[src/common/rtt_pkg.sv]
// package for the register transfer, trap and zero test execution unit
// assumes a 16-bit core with a separate fetch unit that supplies opcodes and operands
`default_nettype none

package rtt_pkg;

  // ----------------------------------------
  // opcodes
  // ----------------------------------------
  localparam logic [7:0] OP_TRANSFER = 8'hb7;
  localparam logic [7:0] OP_MEM_TEST_EXT = 8'hf7;
  localparam logic [7:0] OP_MEM_TEST_IDX = 8'he7;
  localparam logic [7:0] OP_ACC_A_TEST = 8'h97;
  localparam logic [7:0] OP_PAGE2_PREFIX = 8'h18;
  localparam logic [7:0] FLAGS_TO_ACC_A_POSTBYTE = 8'h20;
  localparam logic [7:0] TRAP_LOW_FIRST = 8'h30;
  localparam logic [7:0] TRAP_LOW_LAST = 8'h39;
  localparam logic [7:0] TRAP_HIGH_FIRST = 8'h40;
  localparam logic [7:0] TRAP_HIGH_LAST = 8'hff;

  // ----------------------------------------
  // register select codes of the transfer postbyte
  // ----------------------------------------
  localparam logic [2:0] SEL_A = 3'h0;
  localparam logic [2:0] SEL_B = 3'h1;
  localparam logic [2:0] SEL_CCR = 3'h2;
  localparam logic [2:0] SEL_TEMP = 3'h3;
  localparam logic [2:0] SEL_D = 3'h4;
  localparam logic [2:0] SEL_X = 3'h5;
  localparam logic [2:0] SEL_Y = 3'h6;
  localparam logic [2:0] SEL_SP = 3'h7;

  // ----------------------------------------
  // condition code layout: S X H I N Z V C
  // ----------------------------------------
  localparam int CCR_X_BIT = 6;
  localparam int CCR_I_BIT = 4;
  localparam int CCR_N_BIT = 3;
  localparam int CCR_Z_BIT = 2;
  localparam int CCR_V_BIT = 1;
  localparam int CCR_C_BIT = 0;

  // ----------------------------------------
  // reset values, stack and vector
  // ----------------------------------------
  localparam logic [7:0] CCR_RESET = 8'hd0;
  localparam logic [7:0] BYTE_RESET = 8'h00;
  localparam logic [15:0] WORD_RESET = 16'h0000;
  localparam logic [15:0] TRAP_VECTOR_ADDR = 16'hfff8;
  localparam logic [15:0] STACK_WORD_STEP = 16'h0002;
  localparam logic [15:0] STACK_BYTE_STEP = 16'h0001;

  typedef enum logic [2:0] {
    ST_IDLE,
    ST_PUSH_RTN,
    ST_PUSH_Y,
    ST_PUSH_X,
    ST_PUSH_BA,
    ST_PUSH_CCR,
    ST_VECTOR
  } rtt_state_type;

endpackage

`default_nettype wire

[src/rtl/rtt_xfer_src.sv]
// source side of the register transfer: picks the source and widens it
// assumes the caller decides how many bytes of the result the destination keeps
`default_nettype none
`timescale 1ns/1ps

module rtt_xfer_src (
  input wire logic [3:0] src_code_in,
  input wire logic [7:0] acc_a_in,
  input wire logic [7:0] acc_b_in,
  input wire logic [7:0] ccr_in,
  input wire logic [15:0] temp_three_in,
  input wire logic [15:0] index_x_in,
  input wire logic [15:0] index_y_in,
  input wire logic [15:0] stack_ptr_in,
  output logic [15:0] src_value_out
);

  function automatic logic [15:0] sign_extend(input logic [7:0] v);
    return {{8{v[7]}}, v};
  endfunction

  // the top bit of the source nibble is not part of the code
  always_comb begin
    unique case (src_code_in[2:0])
      rtt_pkg::SEL_A: src_value_out = sign_extend(acc_a_in);
      rtt_pkg::SEL_B: src_value_out = sign_extend(acc_b_in);
      rtt_pkg::SEL_CCR: src_value_out = sign_extend(ccr_in);
      rtt_pkg::SEL_TEMP: src_value_out = temp_three_in;
      rtt_pkg::SEL_D: src_value_out = {acc_a_in, acc_b_in};
      rtt_pkg::SEL_X: src_value_out = index_x_in;
      rtt_pkg::SEL_Y: src_value_out = index_y_in;
      rtt_pkg::SEL_SP: src_value_out = stack_ptr_in;
    endcase
  end

endmodule // rtt_xfer_src

`default_nettype wire

[src/rtl/rtt_exec.sv]
// execution unit for register transfer, flags-to-A alias, opcode trap and zero tests
// assumes a fetch unit that presents one decoded instruction with its operand byte
// and the address after it, and a memory that answers each request with an ack
//
// Notes on behaviour
// - opcode b7 postbyte high nibble picks source
// - low nibble picks destination, its msb ignored
// - byte source into word gets sign extended
// - word into byte keeps low byte only
// - transfer keeps flags unless flags are destination
// - flags destination copies bits, X never rises
// - X set only by reset or nonmaskable
// - hidden temporary codes still execute as transfers
// - b7 20 copies flags into A unchanged
// - page two unimplemented opcodes raise trap
// - trap range 30-39 and 40-ff
// - return address follows the unimplemented opcode
// - stack return, Y, X, B:A, flags in order
// - after stacking set I, jump vector
// - trap taken whatever the I mask
`default_nettype none
`timescale 1ns/1ps

module rtt_exec (
  input wire logic CORE_CLK_IN,
  input wire logic RESET_N_IN,
  input wire logic INSTR_VALID_IN,
  input wire logic PAGE2_IN,
  input wire logic [7:0] OPCODE_IN,
  input wire logic [7:0] TRANSFER_POSTBYTE_IN,
  input wire logic [7:0] MEM_OPERAND_IN,
  input wire logic [15:0] NEXT_PC_IN,
  input wire logic NONMASKABLE_IRQ_TAKEN_IN,
  input wire logic LOAD_VALID_IN,
  input wire logic [2:0] LOAD_SEL_IN,
  input wire logic [15:0] LOAD_DATA_IN,
  input wire logic MEM_ACK_IN,
  input wire logic [15:0] MEM_RDATA_IN,
  output logic INSTR_READY_OUT,
  output logic MEM_REQ_OUT,
  output logic MEM_WRITE_OUT,
  output logic MEM_BYTE_OUT,
  output logic [15:0] MEM_ADDR_OUT,
  output logic [15:0] MEM_WDATA_OUT,
  output logic [7:0] ACC_A_OUT,
  output logic [7:0] ACC_B_OUT,
  output logic [7:0] CONDITION_CODE_REG_OUT,
  output logic [15:0] INDEX_X_OUT,
  output logic [15:0] INDEX_Y_OUT,
  output logic [15:0] STACK_PTR_OUT,
  output logic [15:0] PROGRAM_COUNTER_OUT,
  output logic [15:0] HIDDEN_TEMP_TWO_OUT,
  output logic [15:0] HIDDEN_TEMP_THREE_OUT
);

  // ----------------------------------------
  // state
  // ----------------------------------------
  rtt_pkg::rtt_state_type state, next_state;
  logic ready, next_ready;
  logic [7:0] acc_a, next_acc_a, acc_b, next_acc_b, condition_code_reg, next_ccr;
  logic [15:0] idx_x, next_idx_x, idx_y, next_idx_y, sp, next_sp, pc, next_pc;
  logic [15:0] temp_two, next_temp_two, temp_three;
  logic mem_req, next_mem_req, mem_we, next_mem_we, mem_byte, next_mem_byte;
  logic [15:0] mem_addr, next_mem_addr, mem_wdata, next_mem_wdata;
  logic [15:0] xfer_src;
  logic accept;
  logic is_trap;

  rtt_xfer_src u_src (
    .src_code_in(TRANSFER_POSTBYTE_IN[7:4]),
    .acc_a_in(acc_a),
    .acc_b_in(acc_b),
    .ccr_in(condition_code_reg),
    .temp_three_in(temp_three),
    .index_x_in(idx_x),
    .index_y_in(idx_y),
    .stack_ptr_in(sp),
    .src_value_out(xfer_src)
  );

  function automatic logic trap_opcode_byte(input logic [7:0] op);
    return ((op >= rtt_pkg::TRAP_LOW_FIRST) && (op <= rtt_pkg::TRAP_LOW_LAST)) ||
           ((op >= rtt_pkg::TRAP_HIGH_FIRST) && (op <= rtt_pkg::TRAP_HIGH_LAST));
  endfunction

  // zero test: subtracting zero leaves the value, so only the flags move
  function automatic logic [7:0] zero_test_flags(input logic [7:0] flags, input logic [7:0] v);
    logic [7:0] f;
    f = flags;
    f[rtt_pkg::CCR_N_BIT] = v[7];
    f[rtt_pkg::CCR_Z_BIT] = (v == 8'h00);
    f[rtt_pkg::CCR_V_BIT] = 1'b0;
    f[rtt_pkg::CCR_C_BIT] = 1'b0;
    return f;
  endfunction

  assign accept = INSTR_VALID_IN && ready;
  assign is_trap = PAGE2_IN && trap_opcode_byte(OPCODE_IN);

  // ----------------------------------------
  // next values
  // ----------------------------------------
  always_comb begin
    next_state = state;
    next_acc_a = acc_a;
    next_acc_b = acc_b;
    next_ccr = condition_code_reg;
    next_idx_x = idx_x;
    next_idx_y = idx_y;
    next_sp = sp;
    next_pc = pc;
    next_temp_two = temp_two;
    next_mem_req = mem_req;
    next_mem_we = mem_we;
    next_mem_byte = mem_byte;
    next_mem_addr = mem_addr;
    next_mem_wdata = mem_wdata;

    unique case (state)
      rtt_pkg::ST_IDLE: begin
        if (accept) begin
          next_pc = NEXT_PC_IN;
          if (is_trap) begin
            // the I mask is not consulted here at all
            next_sp = sp - rtt_pkg::STACK_WORD_STEP;
            next_mem_req = 1'b1;
            next_mem_we = 1'b1;
            next_mem_byte = 1'b0;
            next_mem_addr = sp - rtt_pkg::STACK_WORD_STEP;
            next_mem_wdata = NEXT_PC_IN;
            next_state = rtt_pkg::ST_PUSH_RTN;
          end else if (!PAGE2_IN && OPCODE_IN == rtt_pkg::OP_TRANSFER) begin
            // single cycle, no memory traffic; b7 20 lands here as flags into A
            unique case (TRANSFER_POSTBYTE_IN[2:0])
              rtt_pkg::SEL_A: next_acc_a = xfer_src[7:0];
              rtt_pkg::SEL_B: next_acc_b = xfer_src[7:0];
              rtt_pkg::SEL_CCR: begin
                next_ccr = xfer_src[7:0];
                next_ccr[rtt_pkg::CCR_X_BIT] = xfer_src[rtt_pkg::CCR_X_BIT] & condition_code_reg[rtt_pkg::CCR_X_BIT];
              end
              rtt_pkg::SEL_TEMP: next_temp_two = xfer_src;
              rtt_pkg::SEL_D: begin
                next_acc_a = xfer_src[15:8];
                next_acc_b = xfer_src[7:0];
              end
              rtt_pkg::SEL_X: next_idx_x = xfer_src;
              rtt_pkg::SEL_Y: next_idx_y = xfer_src;
              rtt_pkg::SEL_SP: next_sp = xfer_src;
            endcase
          end else if (!PAGE2_IN && (OPCODE_IN == rtt_pkg::OP_MEM_TEST_EXT ||
                                     OPCODE_IN == rtt_pkg::OP_MEM_TEST_IDX)) begin
            next_ccr = zero_test_flags(condition_code_reg, MEM_OPERAND_IN);
          end else if (!PAGE2_IN && OPCODE_IN == rtt_pkg::OP_ACC_A_TEST) begin
            next_ccr = zero_test_flags(condition_code_reg, acc_a);
          end
        end else if (LOAD_VALID_IN) begin
          unique case (LOAD_SEL_IN)
            rtt_pkg::SEL_A: next_acc_a = LOAD_DATA_IN[7:0];
            rtt_pkg::SEL_B: next_acc_b = LOAD_DATA_IN[7:0];
            rtt_pkg::SEL_CCR: begin
              next_ccr = LOAD_DATA_IN[7:0];
              next_ccr[rtt_pkg::CCR_X_BIT] = LOAD_DATA_IN[rtt_pkg::CCR_X_BIT] & condition_code_reg[rtt_pkg::CCR_X_BIT];
            end
            rtt_pkg::SEL_TEMP: next_temp_two = LOAD_DATA_IN;
            rtt_pkg::SEL_D: begin
              next_acc_a = LOAD_DATA_IN[15:8];
              next_acc_b = LOAD_DATA_IN[7:0];
            end
            rtt_pkg::SEL_X: next_idx_x = LOAD_DATA_IN;
            rtt_pkg::SEL_Y: next_idx_y = LOAD_DATA_IN;
            rtt_pkg::SEL_SP: next_sp = LOAD_DATA_IN;
          endcase
        end
      end
      rtt_pkg::ST_PUSH_RTN: begin
        if (MEM_ACK_IN) begin
          next_sp = sp - rtt_pkg::STACK_WORD_STEP;
          next_mem_addr = sp - rtt_pkg::STACK_WORD_STEP;
          next_mem_wdata = idx_y;
          next_state = rtt_pkg::ST_PUSH_Y;
        end
      end
      rtt_pkg::ST_PUSH_Y: begin
        if (MEM_ACK_IN) begin
          next_sp = sp - rtt_pkg::STACK_WORD_STEP;
          next_mem_addr = sp - rtt_pkg::STACK_WORD_STEP;
          next_mem_wdata = idx_x;
          next_state = rtt_pkg::ST_PUSH_X;
        end
      end
      rtt_pkg::ST_PUSH_X: begin
        if (MEM_ACK_IN) begin
          next_sp = sp - rtt_pkg::STACK_WORD_STEP;
          next_mem_addr = sp - rtt_pkg::STACK_WORD_STEP;
          next_mem_wdata = {acc_b, acc_a};
          next_state = rtt_pkg::ST_PUSH_BA;
        end
      end
      rtt_pkg::ST_PUSH_BA: begin
        if (MEM_ACK_IN) begin
          next_sp = sp - rtt_pkg::STACK_BYTE_STEP;
          next_mem_addr = sp - rtt_pkg::STACK_BYTE_STEP;
          next_mem_byte = 1'b1;
          next_mem_wdata = {8'h00, condition_code_reg};
          next_state = rtt_pkg::ST_PUSH_CCR;
        end
      end
      rtt_pkg::ST_PUSH_CCR: begin
        if (MEM_ACK_IN) begin
          next_mem_we = 1'b0;
          next_mem_byte = 1'b0;
          next_mem_addr = rtt_pkg::TRAP_VECTOR_ADDR;
          next_mem_wdata = rtt_pkg::WORD_RESET;
          next_state = rtt_pkg::ST_VECTOR;
        end
      end
      rtt_pkg::ST_VECTOR: begin
        if (MEM_ACK_IN) begin
          // I is set only once the flags have been stacked
          next_ccr[rtt_pkg::CCR_I_BIT] = 1'b1;
          next_pc = MEM_RDATA_IN;
          next_mem_req = 1'b0;
          next_state = rtt_pkg::ST_IDLE;
        end
      end
    endcase

    // a nonmaskable request taken in the same cycle as a flags write still sets X
    if (NONMASKABLE_IRQ_TAKEN_IN) begin
      next_ccr[rtt_pkg::CCR_X_BIT] = 1'b1;
    end
    next_ready = (next_state == rtt_pkg::ST_IDLE);
  end

  // ----------------------------------------
  // registers
  // ----------------------------------------
  always_ff @(posedge CORE_CLK_IN or negedge RESET_N_IN) begin
    if (!RESET_N_IN) begin
      state <= rtt_pkg::ST_IDLE;
      ready <= 1'b1;
      acc_a <= rtt_pkg::BYTE_RESET;
      acc_b <= rtt_pkg::BYTE_RESET;
      condition_code_reg <= rtt_pkg::CCR_RESET;
      idx_x <= rtt_pkg::WORD_RESET;
      idx_y <= rtt_pkg::WORD_RESET;
      sp <= rtt_pkg::WORD_RESET;
      pc <= rtt_pkg::WORD_RESET;
      temp_two <= rtt_pkg::WORD_RESET;
      temp_three <= rtt_pkg::WORD_RESET;
      mem_req <= 1'b0;
      mem_we <= 1'b0;
      mem_byte <= 1'b0;
      mem_addr <= rtt_pkg::WORD_RESET;
      mem_wdata <= rtt_pkg::WORD_RESET;
    end else begin
      state <= next_state;
      ready <= next_ready;
      acc_a <= next_acc_a;
      acc_b <= next_acc_b;
      condition_code_reg <= next_ccr;
      idx_x <= next_idx_x;
      idx_y <= next_idx_y;
      sp <= next_sp;
      pc <= next_pc;
      temp_two <= next_temp_two;
      // hidden temp three has no writer in this unit; it only feeds transfers
      temp_three <= temp_three;
      mem_req <= next_mem_req;
      mem_we <= next_mem_we;
      mem_byte <= next_mem_byte;
      mem_addr <= next_mem_addr;
      mem_wdata <= next_mem_wdata;
    end
  end

  assign INSTR_READY_OUT = ready;
  assign MEM_REQ_OUT = mem_req;
  assign MEM_WRITE_OUT = mem_we;
  assign MEM_BYTE_OUT = mem_byte;
  assign MEM_ADDR_OUT = mem_addr;
  assign MEM_WDATA_OUT = mem_wdata;
  assign ACC_A_OUT = acc_a;
  assign ACC_B_OUT = acc_b;
  assign CONDITION_CODE_REG_OUT = condition_code_reg;
  assign INDEX_X_OUT = idx_x;
  assign INDEX_Y_OUT = idx_y;
  assign STACK_PTR_OUT = sp;
  assign PROGRAM_COUNTER_OUT = pc;
  assign HIDDEN_TEMP_TWO_OUT = temp_two;
  assign HIDDEN_TEMP_THREE_OUT = temp_three;

endmodule // rtt_exec

`default_nettype wire

[config.mk]
export PLATFORM = sky130hd
export DESIGN_NAME = rtt_exec
export DESIGN_NICKNAME = d
export VERILOG_FILES = /design/src/common/rtt_pkg.sv /design/src/rtl/rtt_xfer_src.sv /design/src/rtl/rtt_exec.sv
export SDC_FILE = /design/constraint.sdc
export NUM_CORES = 1
export LEC_CHECK = 0
export BUFFER_PORTS_ARGS = -buffer_cell sky130_fd_sc_hd__buf_2
export CAP_MARGIN = 30
export CORE_MARGIN = 2
export CORE_UTILIZATION = 49
export DETAILED_ROUTE_END_ITERATION = 8
export PLACE_DENSITY_LB_ADDON = 0.1
export SYNTH_ARGS = -nofsm -noshare
export SYNTH_HDL_FRONTEND = slang
export SYNTH_SLANG_ARGS = --single-unit
export TNS_END_PERCENT = 50
[constraint.sdc]
create_clock -name CORE_CLK_IN -period 2.2 [get_ports CORE_CLK_IN]
set_input_delay 0.33 -clock CORE_CLK_IN [delete_from_list [all_inputs] [get_ports CORE_CLK_IN]]
set_output_delay 0.33 -clock CORE_CLK_IN [all_outputs]
set_load 0.03 [all_outputs]
# After elaboration in Yosys (flattened, before gate mapping)
# Cells that the tools add are included.
# Widths: inputs -> output; s select.
# word_totals
reg_bits,143
latch_bits,0
ram_bits,0
rom_bits,0
in_bits,82
out_inout_bits,156
wordCells,223
mem_count,0
# op_classes
n_addsub,2
n_mul,0
n_div,0
order_cmp,4
eq_ne,61
shifts,0
n_mux,84
bitwise_logic,2
n_reduce_logical,52
# ops
operator,count
$mux 16,38
$mux 8,16
$pmux 16 s8,1
$pmux 16 s6,1
$pmux 16 s4,1
$reduce_and 6->1,9
$pmux 16 s3,1
$eq 3x3->1 const B,15
$eq 8x8->1 const B,4
$pmux 16 s2,1
$pmux 8 s2,2
$eq 3x2->1 const B,8
$mux 3,8
$pmux 3 s7,1
$ne 2x2->1 const B,10
$ne 3x2->1 const B,6
$reduce_bool 2->1,9
$logic_not 8->1,2
$sub 16x1->16 const B,1
$sub 16x2->16 const B,1
$logic_not 3->1,5
$reduce_bool 3->1,5
$reduce_and 7->1,2
$eq 3x1->1 const B,4
27 further kinds,54

# Logic depth before layout (Yosys ltp)
# Gate-level depths: netlist of the first run.
# logic_depth
word_depth,9
mapped_depth,10
ltp_nobuf,8

# Modules after synthesis
# A second synthesis of the first run with hierarchy kept.
# unflattened
hier_cells,1109
area_unflattened_um2,9542.9
# by_module_without_submodules
module,instances,cells_per_inst,area_each_um2,seq_area_each_um2
rtt_exec,1,963,8455.6,3583.4
rtt_xfer_src,1,146,1087.3,0.0

# Worst setup path before layout of the first run
# OpenSTA, ideal clock, no wires.
# synth_timing
kind,register to register
startpoint,"reg sp[2], in the netlist STACK_PTR_OUT[2]"
endpoint,"reg sp[13], in the netlist STACK_PTR_OUT[13]"
setup_ps,122
arrival_time_ps,2394
required_ps,2078
slack_ps,-316
path_stages_with_launch,10
n_path_buf,2
synth_period_minus_slack_ps,2516
cell_sequence,dfrtp_1 clkbuf_1 inv_1 ha_1 or4b_1 clkbuf_1 nor4_1 a32oi_1 a21oi_1 a21oi_1
# synth_via
elab_chain_cells,4
elab_cells_between_ends,7
cone_classes,add/sub (2); mux (5)
# synth_lines
item,line,rtl
"start, declared",rtt_exec.sv:62,"logic [15:0] idx_x, next_idx_x, idx_y, next_idx_y, sp, next_sp, pc, next_pc;"
"start signal, assigned",rtt_exec.sv:248,sp <= rtt_pkg::WORD_RESET;
"start signal, assigned",rtt_exec.sv:265,sp <= next_sp;
$sub 16x2->16,n/a,
$mux 16,rtt_exec.sv:124,if (is_trap) begin
$mux 16,rtt_exec.sv:122,if (accept) begin
$pmux 16 s3 (*),rtt_exec.sv:120,unique case (state)
# Every way passes the cells marked *; elsewhere a longest branch is shown, timed or not. The select of a mux whose other input is x is not followed.
# A chain may end at the register's enable or synchronous reset.

# Final worst setup path of the first run
# layout_timing
startpoint,"reg sp[11], in the netlist STACK_PTR_OUT[11]"
endpoint,"reg sp[15], in the netlist STACK_PTR_OUT[15]"
# The elaborated chain is that of the path after synthesis.

==> results of run 1 <==
==> how the worst min path moves through the flow <==
stage / startpoint / endpoint / cells after the start
floorplan: RESET_N_IN / ACC_A_OUT[0] / 0
global placement: RESET_N_IN / CONDITION_CODE_REG_OUT[3] / 1
CTS: NONMASKABLE_IRQ_TAKEN_IN / CONDITION_CODE_REG_OUT[6] / 2
finish: NONMASKABLE_IRQ_TAKEN_IN / CONDITION_CODE_REG_OUT[6] / 2
detailed placement: RESET_N_IN / CONDITION_CODE_REG_OUT[3] / 1
global route: NONMASKABLE_IRQ_TAKEN_IN / CONDITION_CODE_REG_OUT[6] / 2
==> metrics by stage <==
stage                     setup WS, ns  hold slack, ns
after detailed placement       -0.1785          0.2492
after global placement        -0.07111          0.2462
after floorplan                -0.1214         0.03441
after global routing           -0.1179         0.08533
final                         -0.04902         0.08257
after CTS                     -0.03630         0.06685
==> logic make-up (layout without fill, tap and decap cells) <==
logic type               after synthesis  count (layout)  synth area share, %
adder cells (fa/ha/maj)                6               6               0.7179
other                                  1              16              0.03984
multiplexers                         138             138                17.28
XOR/XNOR                              25              25                2.327
buffers and inverters                112             450                5.876
flip-flops                           143             143                38.08
AND/OR/NAND/NOR                      324             324                16.27
AO/OA/AOI/OAI                        285             285                19.41
==> worst reg2reg max path, stage by stage (launching register included) <==
cell	delay, ns
dfrtp_2	0.40
or4_4	0.56
or3_4	0.39
nor3_4	0.28
inv_2	0.05
o32a_1	0.34
o221ai_2	0.17
==> synthesized netlist by cell type (all sizes together) (12+ instances only) <==
cell | instances | share of area, %
nor2 | 109 | 4.4
mux2i | 50 | 5.3
dfrtp | 139 | 37
nand2b | 12 | 0.80
mux4 | 12 | 2.9
o21ai | 70 | 3.8
nand3 | 22 | 1.2
buf | 53 | 3.2
nand2 | 95 | 3.8
xor2 | 13 | 1.2
mux2 | 76 | 9.1
a21oi | 90 | 4.8
nor4 | 12 | 0.93
clkbuf | 47 | 2.1
nor3 | 27 | 1.6
xnor2 | 12 | 1.1
a22oi | 28 | 2.2
==> report_power, final <==
part	total [W]	switching [W]	internal, W
logic	0.0133	0.00828	0.00505
clock network	0.00294	0.00134	0.00160
registers	0.00518	0.00125	0.00393
total	0.0215	0.0109	0.0106
==> area by class of cell <==
type	count	area share, %
clock buffer	18	3.380
clock inverter	14	1.163
inverter	11	0.3449
multi-input combinational	794	44.10
sequential	143	28.26
tap	234	2.306
timing repair buffer	407	20.44
==> state kept, by name (all words and copies together) (netlist names), 3 cells and up <==
name,cells
state,3
STACK_PTR_OUT,16
ACC_A_OUT,8
MEM_ADDR_OUT,16
ACC_B_OUT,8
CONDITION_CODE_REG_OUT,8
PROGRAM_COUNTER_OUT,16
MEM_WDATA_OUT,16
INDEX_X_OUT,16
HIDDEN_TEMP_TWO_OUT,16
INDEX_Y_OUT,16
==> timing repair <==
| action | 4_1_cts | 5_1_grt |
|---|---|---|
| pin swaps | 2 | 8 |
| hold buffers | 1 | 0 |
| resized for setup | 9 | 37 |
| setup endpoints to repair | 21 | 32 |
| buffers inserted | 0 | 2 |
| hold endpoints to repair | 27 | 0 |
==> per-layer routing <==
metal | share of wire, % | global-route usage (%) | routed length, microns | vias up
li1 | - | - | - | 4440
met1 | 43 | 51.28 | 15970 | 4712
met2 | 46 | 56.50 | 16870 | 473
met3 | 7.4 | 6.057 | 2750 | 71
met4 | 3.8 | 14.96 | 1411 | 0
met5 | 0 | 0 | 0 | -
==> impl_metrics.toml, run 1 <==
[floorplanning]
rows = 50
die-area_sq_um = 20330
die_h_microns = 142.6
start_util_pct = 50.15
top_level_ports = 238
fp.dieW_microns = 142.6
core_sq_um = 18770

[placement]
dp.cells = 1586
place_congestion = 1.028
placed_area_sq_um = 11900
hpwl_mm = 28.91
io_buffers = 219

[yosys]
yosysSeqAreaShare_pct = 38.07
postSynthAreaPerCell_sq_um = 9.102
synth_cells = 1034
synth_top_flop_cell = "dfrtp_1"
synth-warning-count = 0
synth_cell_types = 79
ys_async_sr_fraction_pct = 100.0
synth.cell_area_sq_um = 9412
synth_edf_count = 0
ys_seq_elements = 143

[global_routing]
grt_max_degree = 74
grt_pass1_vias = 9015
antenna_found_initial = 0
grt_use_total_pct = 36.57
overflow = 0
grt_pass1_wl_mm = 55.19

[cts]
cts_tree = "done"
clk_pin_slew_ns = 0.07
htreeDepth = 4
cts_sinks = 143
clk_path_buf_depth = 2
clockRootBuffer = "clkbuf_16"
cts_buffers = 17
clk_latency_ns = 0.43

[worst_setup_path]
cp_num_buf_inv = 1
rrSetupSlack_ns = -0.05
setup.worst_path.class = "reg2reg"
worstSetupEndpoint = "STACK_PTR_OUT[15]"
arrival_ns = 2.60
cpPeakStageDelay_ns = 0.56
ff2ff_path_depth = 6
worst-path-stages = 6
worstSetupEndpointType = "flop"
crit_start = "STACK_PTR_OUT[11]"
rr_endpoint = "STACK_PTR_OUT[15]"
path_cells = "or4_4, or3_4, nor3_4, inv_2, o32a_1, o221ai_2"
cp_slowest_cell = "or4_4"
cp_data_required_time_ns = 2.55
startpoint_type = "flop"
cp_top_family = "simple AND/OR/NAND/NOR gates"
r2r-start = "STACK_PTR_OUT[11]"
path_max_fanout = 5

[timing]
setup_viol_count_final = 2
drv_slew = 0
fin_crit_sh_pct = 102.2
worst_slack_ns = -0.04902
period_minus_slack_ns = 2.249
tns_ns = -0.06819
rsz0062_at_grt = "yes"
max_freq_mhz = 444.6
slew_headroom_pct = 58.64
worstMarginPinSlew_ns = 0.6181
hold_viol_final = 0
fin_worst_skew_ns = 0.01451

[outcome]
status = "finished with violations"
violations = "setup timing"

[finish]
finalNonFillerCells = 1621
layout_common_cells = "buf_2 (218), buf_4 (180), dfrtp_1 (135)"
fill_cells = 1544
final_nets = 1459
syn_to_final_growth_pct = 34.90
layout_commonest_cell = "buf_2"
multi_input_area_sq_um = 5599
regArea_sq_um = 3588
num_antenna_cells = 0
fin_util_pct = 67.65
fin_area_sq_um = 12700
layout-drive-gt1-share_pct = 43.33

[routing]
wl_per_cell_microns = 22.82
antenna_left = 0
vias = 9696
initialDrtViolationCount = 909
firstDrtPassIters = 7
routed_wl_mm = 37.00
drc = 0
viasPerCell = 5.981

[power_and_ir_drop]
leakage_nw = 5.892
power_density_nw_per_um2 = 1690
irDropWorstVdd_v = 0.001037
total_power_w = 0.02145

[run]
maxCapViolCount = 0

[hold_path]
min_path_type = "in2reg"
(Power assumes the default switching activity.)
==> inputs of run 2 (changes only) <==
--- a/config.mk
+++ b/config.mk
@@ -7,6 +7,7 @@
 export LEC_CHECK = 0
 export BUFFER_PORTS_ARGS = -buffer_cell sky130_fd_sc_hd__buf_2
 export CAP_MARGIN = 30
+export CORE_ASPECT_RATIO = 0.75
 export CORE_MARGIN = 2
 export CORE_UTILIZATION = 49
 export DETAILED_ROUTE_END_ITERATION = 8
==> constraint.sdc (replaced) <==
create_clock -name CORE_CLK_IN -period 2.2 [get_ports CORE_CLK_IN]
set_input_delay 0.33 -clock CORE_CLK_IN [delete_from_list [all_inputs] [get_ports CORE_CLK_IN]]
set_output_delay 0.33 -clock CORE_CLK_IN [all_outputs]
set_load 0.05 [all_outputs]
==> impl_metrics.toml, run 2 (synthesized netlist as in run 1, its figures left out) <==
[outcome]
status = "finished with violations"
violations = "setup timing"

[finish]
regArea_sq_um = 3592
final_nets = 1448
layout-drive-gt1-share_pct = 42.66
layout_common_cells = "buf_2 (218), buf_4 (162), dfrtp_1 (132)"
fill_cells = 1553
syn_to_final_growth_pct = 34.99
multi_input_area_sq_um = 5577
layout_commonest_cell = "buf_2"

[floorplanning]
start_util_pct = 50.41
die-area_sq_um = 20340
fp.dieW_microns = 164.0
top_level_ports = 238
core_sq_um = 18670
die_h_microns = 124.0
rows = 43

[timing]
fin_worst_skew_ns = 0.01335
worst_slack_ns = -0.02696
period_minus_slack_ns = 2.227
max_freq_mhz = 449.0
whs_ns = 0.1064
hold_viol_final = 0
fin_crit_sh_pct = 101.2
slew_headroom_pct = 54.23
worstMarginPinSlew_ns = 0.6841
rsz0062_at_grt = "yes"
setup_viol_count_final = 6
drv_slew = 0

[worst_setup_path]
ff2ff_path_depth = 6
arrival_ns = 2.58
rr_endpoint = "STACK_PTR_OUT[15]"
cpPeakStageDelay_ns = 0.54
rrSetupSlack_ns = -0.03
path_max_fanout = 5
setup.worst_path.class = "reg2reg"
cp_data_required_time_ns = 2.55
startpoint_type = "flop"
worstSetupEndpointType = "flop"
worstSetupEndpoint = "STACK_PTR_OUT[15]"
path_cells = "or4_4, or3_4, nor3_4, inv_2, o32a_1, o221ai_2"
r2r-start = "STACK_PTR_OUT[11]"
cp_slowest_cell = "or4_4"
crit_start = "STACK_PTR_OUT[11]"

[cts]
cts_buffers = 17
clk_latency_ns = 0.44
clk_path_buf_depth = 2
htreeDepth = 4
cts_sinks = 143
cts_tree = "done"
clk_pin_slew_ns = 0.07
clockRootBuffer = "clkbuf_16"

[power_and_ir_drop]
pwr-share-seq_pct = 22.7
pwr-share-clk_pct = 12.5
internal_power_w = 0.01060
irDropWorstVdd_v = 0.001175
switching_share_pct = 54.98
power_switching_w = 0.01295
power_density_nw_per_um2 = 1853
leakage_nw = 5.878
power_frac_comb_pct = 64.8

[routing]
vias = 9958
viasPerCell = 6.124
routed_wl_mm = 37.97
initialDrtViolationCount = 1028
drc = 0
wl_per_cell_microns = 23.35
antenna_left = 0
firstDrtPassIters = 6

[global_routing]
use_met1_pct = 53.67
met2_usage_pct = 54.39
antenna_found_initial = 3
grt_use_total_pct = 37.72
grt_busiest_layer = "met2"
grt_pass1_wl_mm = 55.95
overflow = 0
grt_max_degree = 76
met3_usage_pct = 12.32
grt_pass1_vias = 9220

[placement]
dpl_worst_slack_ns = -0.09636
place_congestion = 0.9868
hpwl_mm = 29.34
io_buffers = 219

[run]
maxCapViolCount = 0

[hold_path]
holdPathStages = 2
min_path_type = "in2reg"
[run 2: cell types whose count changed in the layout (fill, tap and decap cells not counted), sizes merged]
cell      change
clkinvlp      -1
inv           +1
clkbuf        +1
buf          -11
clkinv        -1
diode         +3
[run 2: layout make-up]
cell class / instances / share of cell area, %
clock buffers: 19 / 3.408
diodes: 3 / 0.05909
multi-input cells: 794 / 43.89
clock inverters: 13 / 1.123
repair buffers: 396 / 20.46
well taps: 247 / 2.433
flip-flops and latches: 143 / 28.27
inverters: 11 / 0.3447
[run 2: stage by stage]
step | TNS, ns | util (%) | area, sq um | instances | power, W
floorplan | -1.246 | - | 9573 | 1049 | 0.01478
global placement | -0.3687 | 63.96 | 11940 | 1588 | 0.01993
detailed placement | -0.6347 | 63.96 | 11940 | 1588 | 0.02007
CTS | -0.007596 | 67.17 | 12540 | 1621 | 0.02308
global route | -0.3137 | 68.02 | 12700 | 1624 | 0.02458
finish | -0.09164 | 68.05 | 12700 | 1626 | 0.02355
[run 2: worst max-delay path, delay by kind of cell (launching register included)]
family,cells,cell delay (ns)
simple gates,3,1.17
compound gates,2,0.49
flops,1,0.42
buf+inv,1,0.05
[run 2: power by group through the flow]
stage	Combinational, W	Clock, W	Sequential, W
6_report	0.0153	0.00294	0.00534
5_1_grt	0.0161	0.00307	0.00543
4_1_cts	0.0149	0.00296	0.00524
3_5_place_dp	0.0148	0	0.00527
3_3_place_gp	0.0147	0	0.00526
2_1_floorplan	0.00565	0	0.00914
[run 2: what timing repair did]
action,CTS,global route
pin swaps,1,8
setup endpoints to repair,5,33
hold endpoints to repair,28,0
buffers inserted,0,2
hold buffers,1,0
resized for setup,4,33
[run 2: how the worst min path moves through the flow]
stage,startpoint,end
after global placement,RESET_N_IN,CONDITION_CODE_REG_OUT[3]
after floorplan,RESET_N_IN,ACC_A_OUT[0]
after detailed placement,RESET_N_IN,CONDITION_CODE_REG_OUT[3]
after global routing,NONMASKABLE_IRQ_TAKEN_IN,CONDITION_CODE_REG_OUT[6]
after CTS,NONMASKABLE_IRQ_TAKEN_IN,CONDITION_CODE_REG_OUT[6]
final,NONMASKABLE_IRQ_TAKEN_IN,CONDITION_CODE_REG_OUT[6]
[run 2: metal layers]
| layer | up-vias | share of wire [%] | routed length, microns |
|---|---|---|---|
| met5 | - | 0.32 | 122 |
| met4 | 2 | 2.8 | 1072 |
| met3 | 82 | 13 | 4861 |
| met2 | 615 | 42 | 15960 |
| met1 | 4841 | 42 | 15950 |
| li1 | 4418 | - | - |
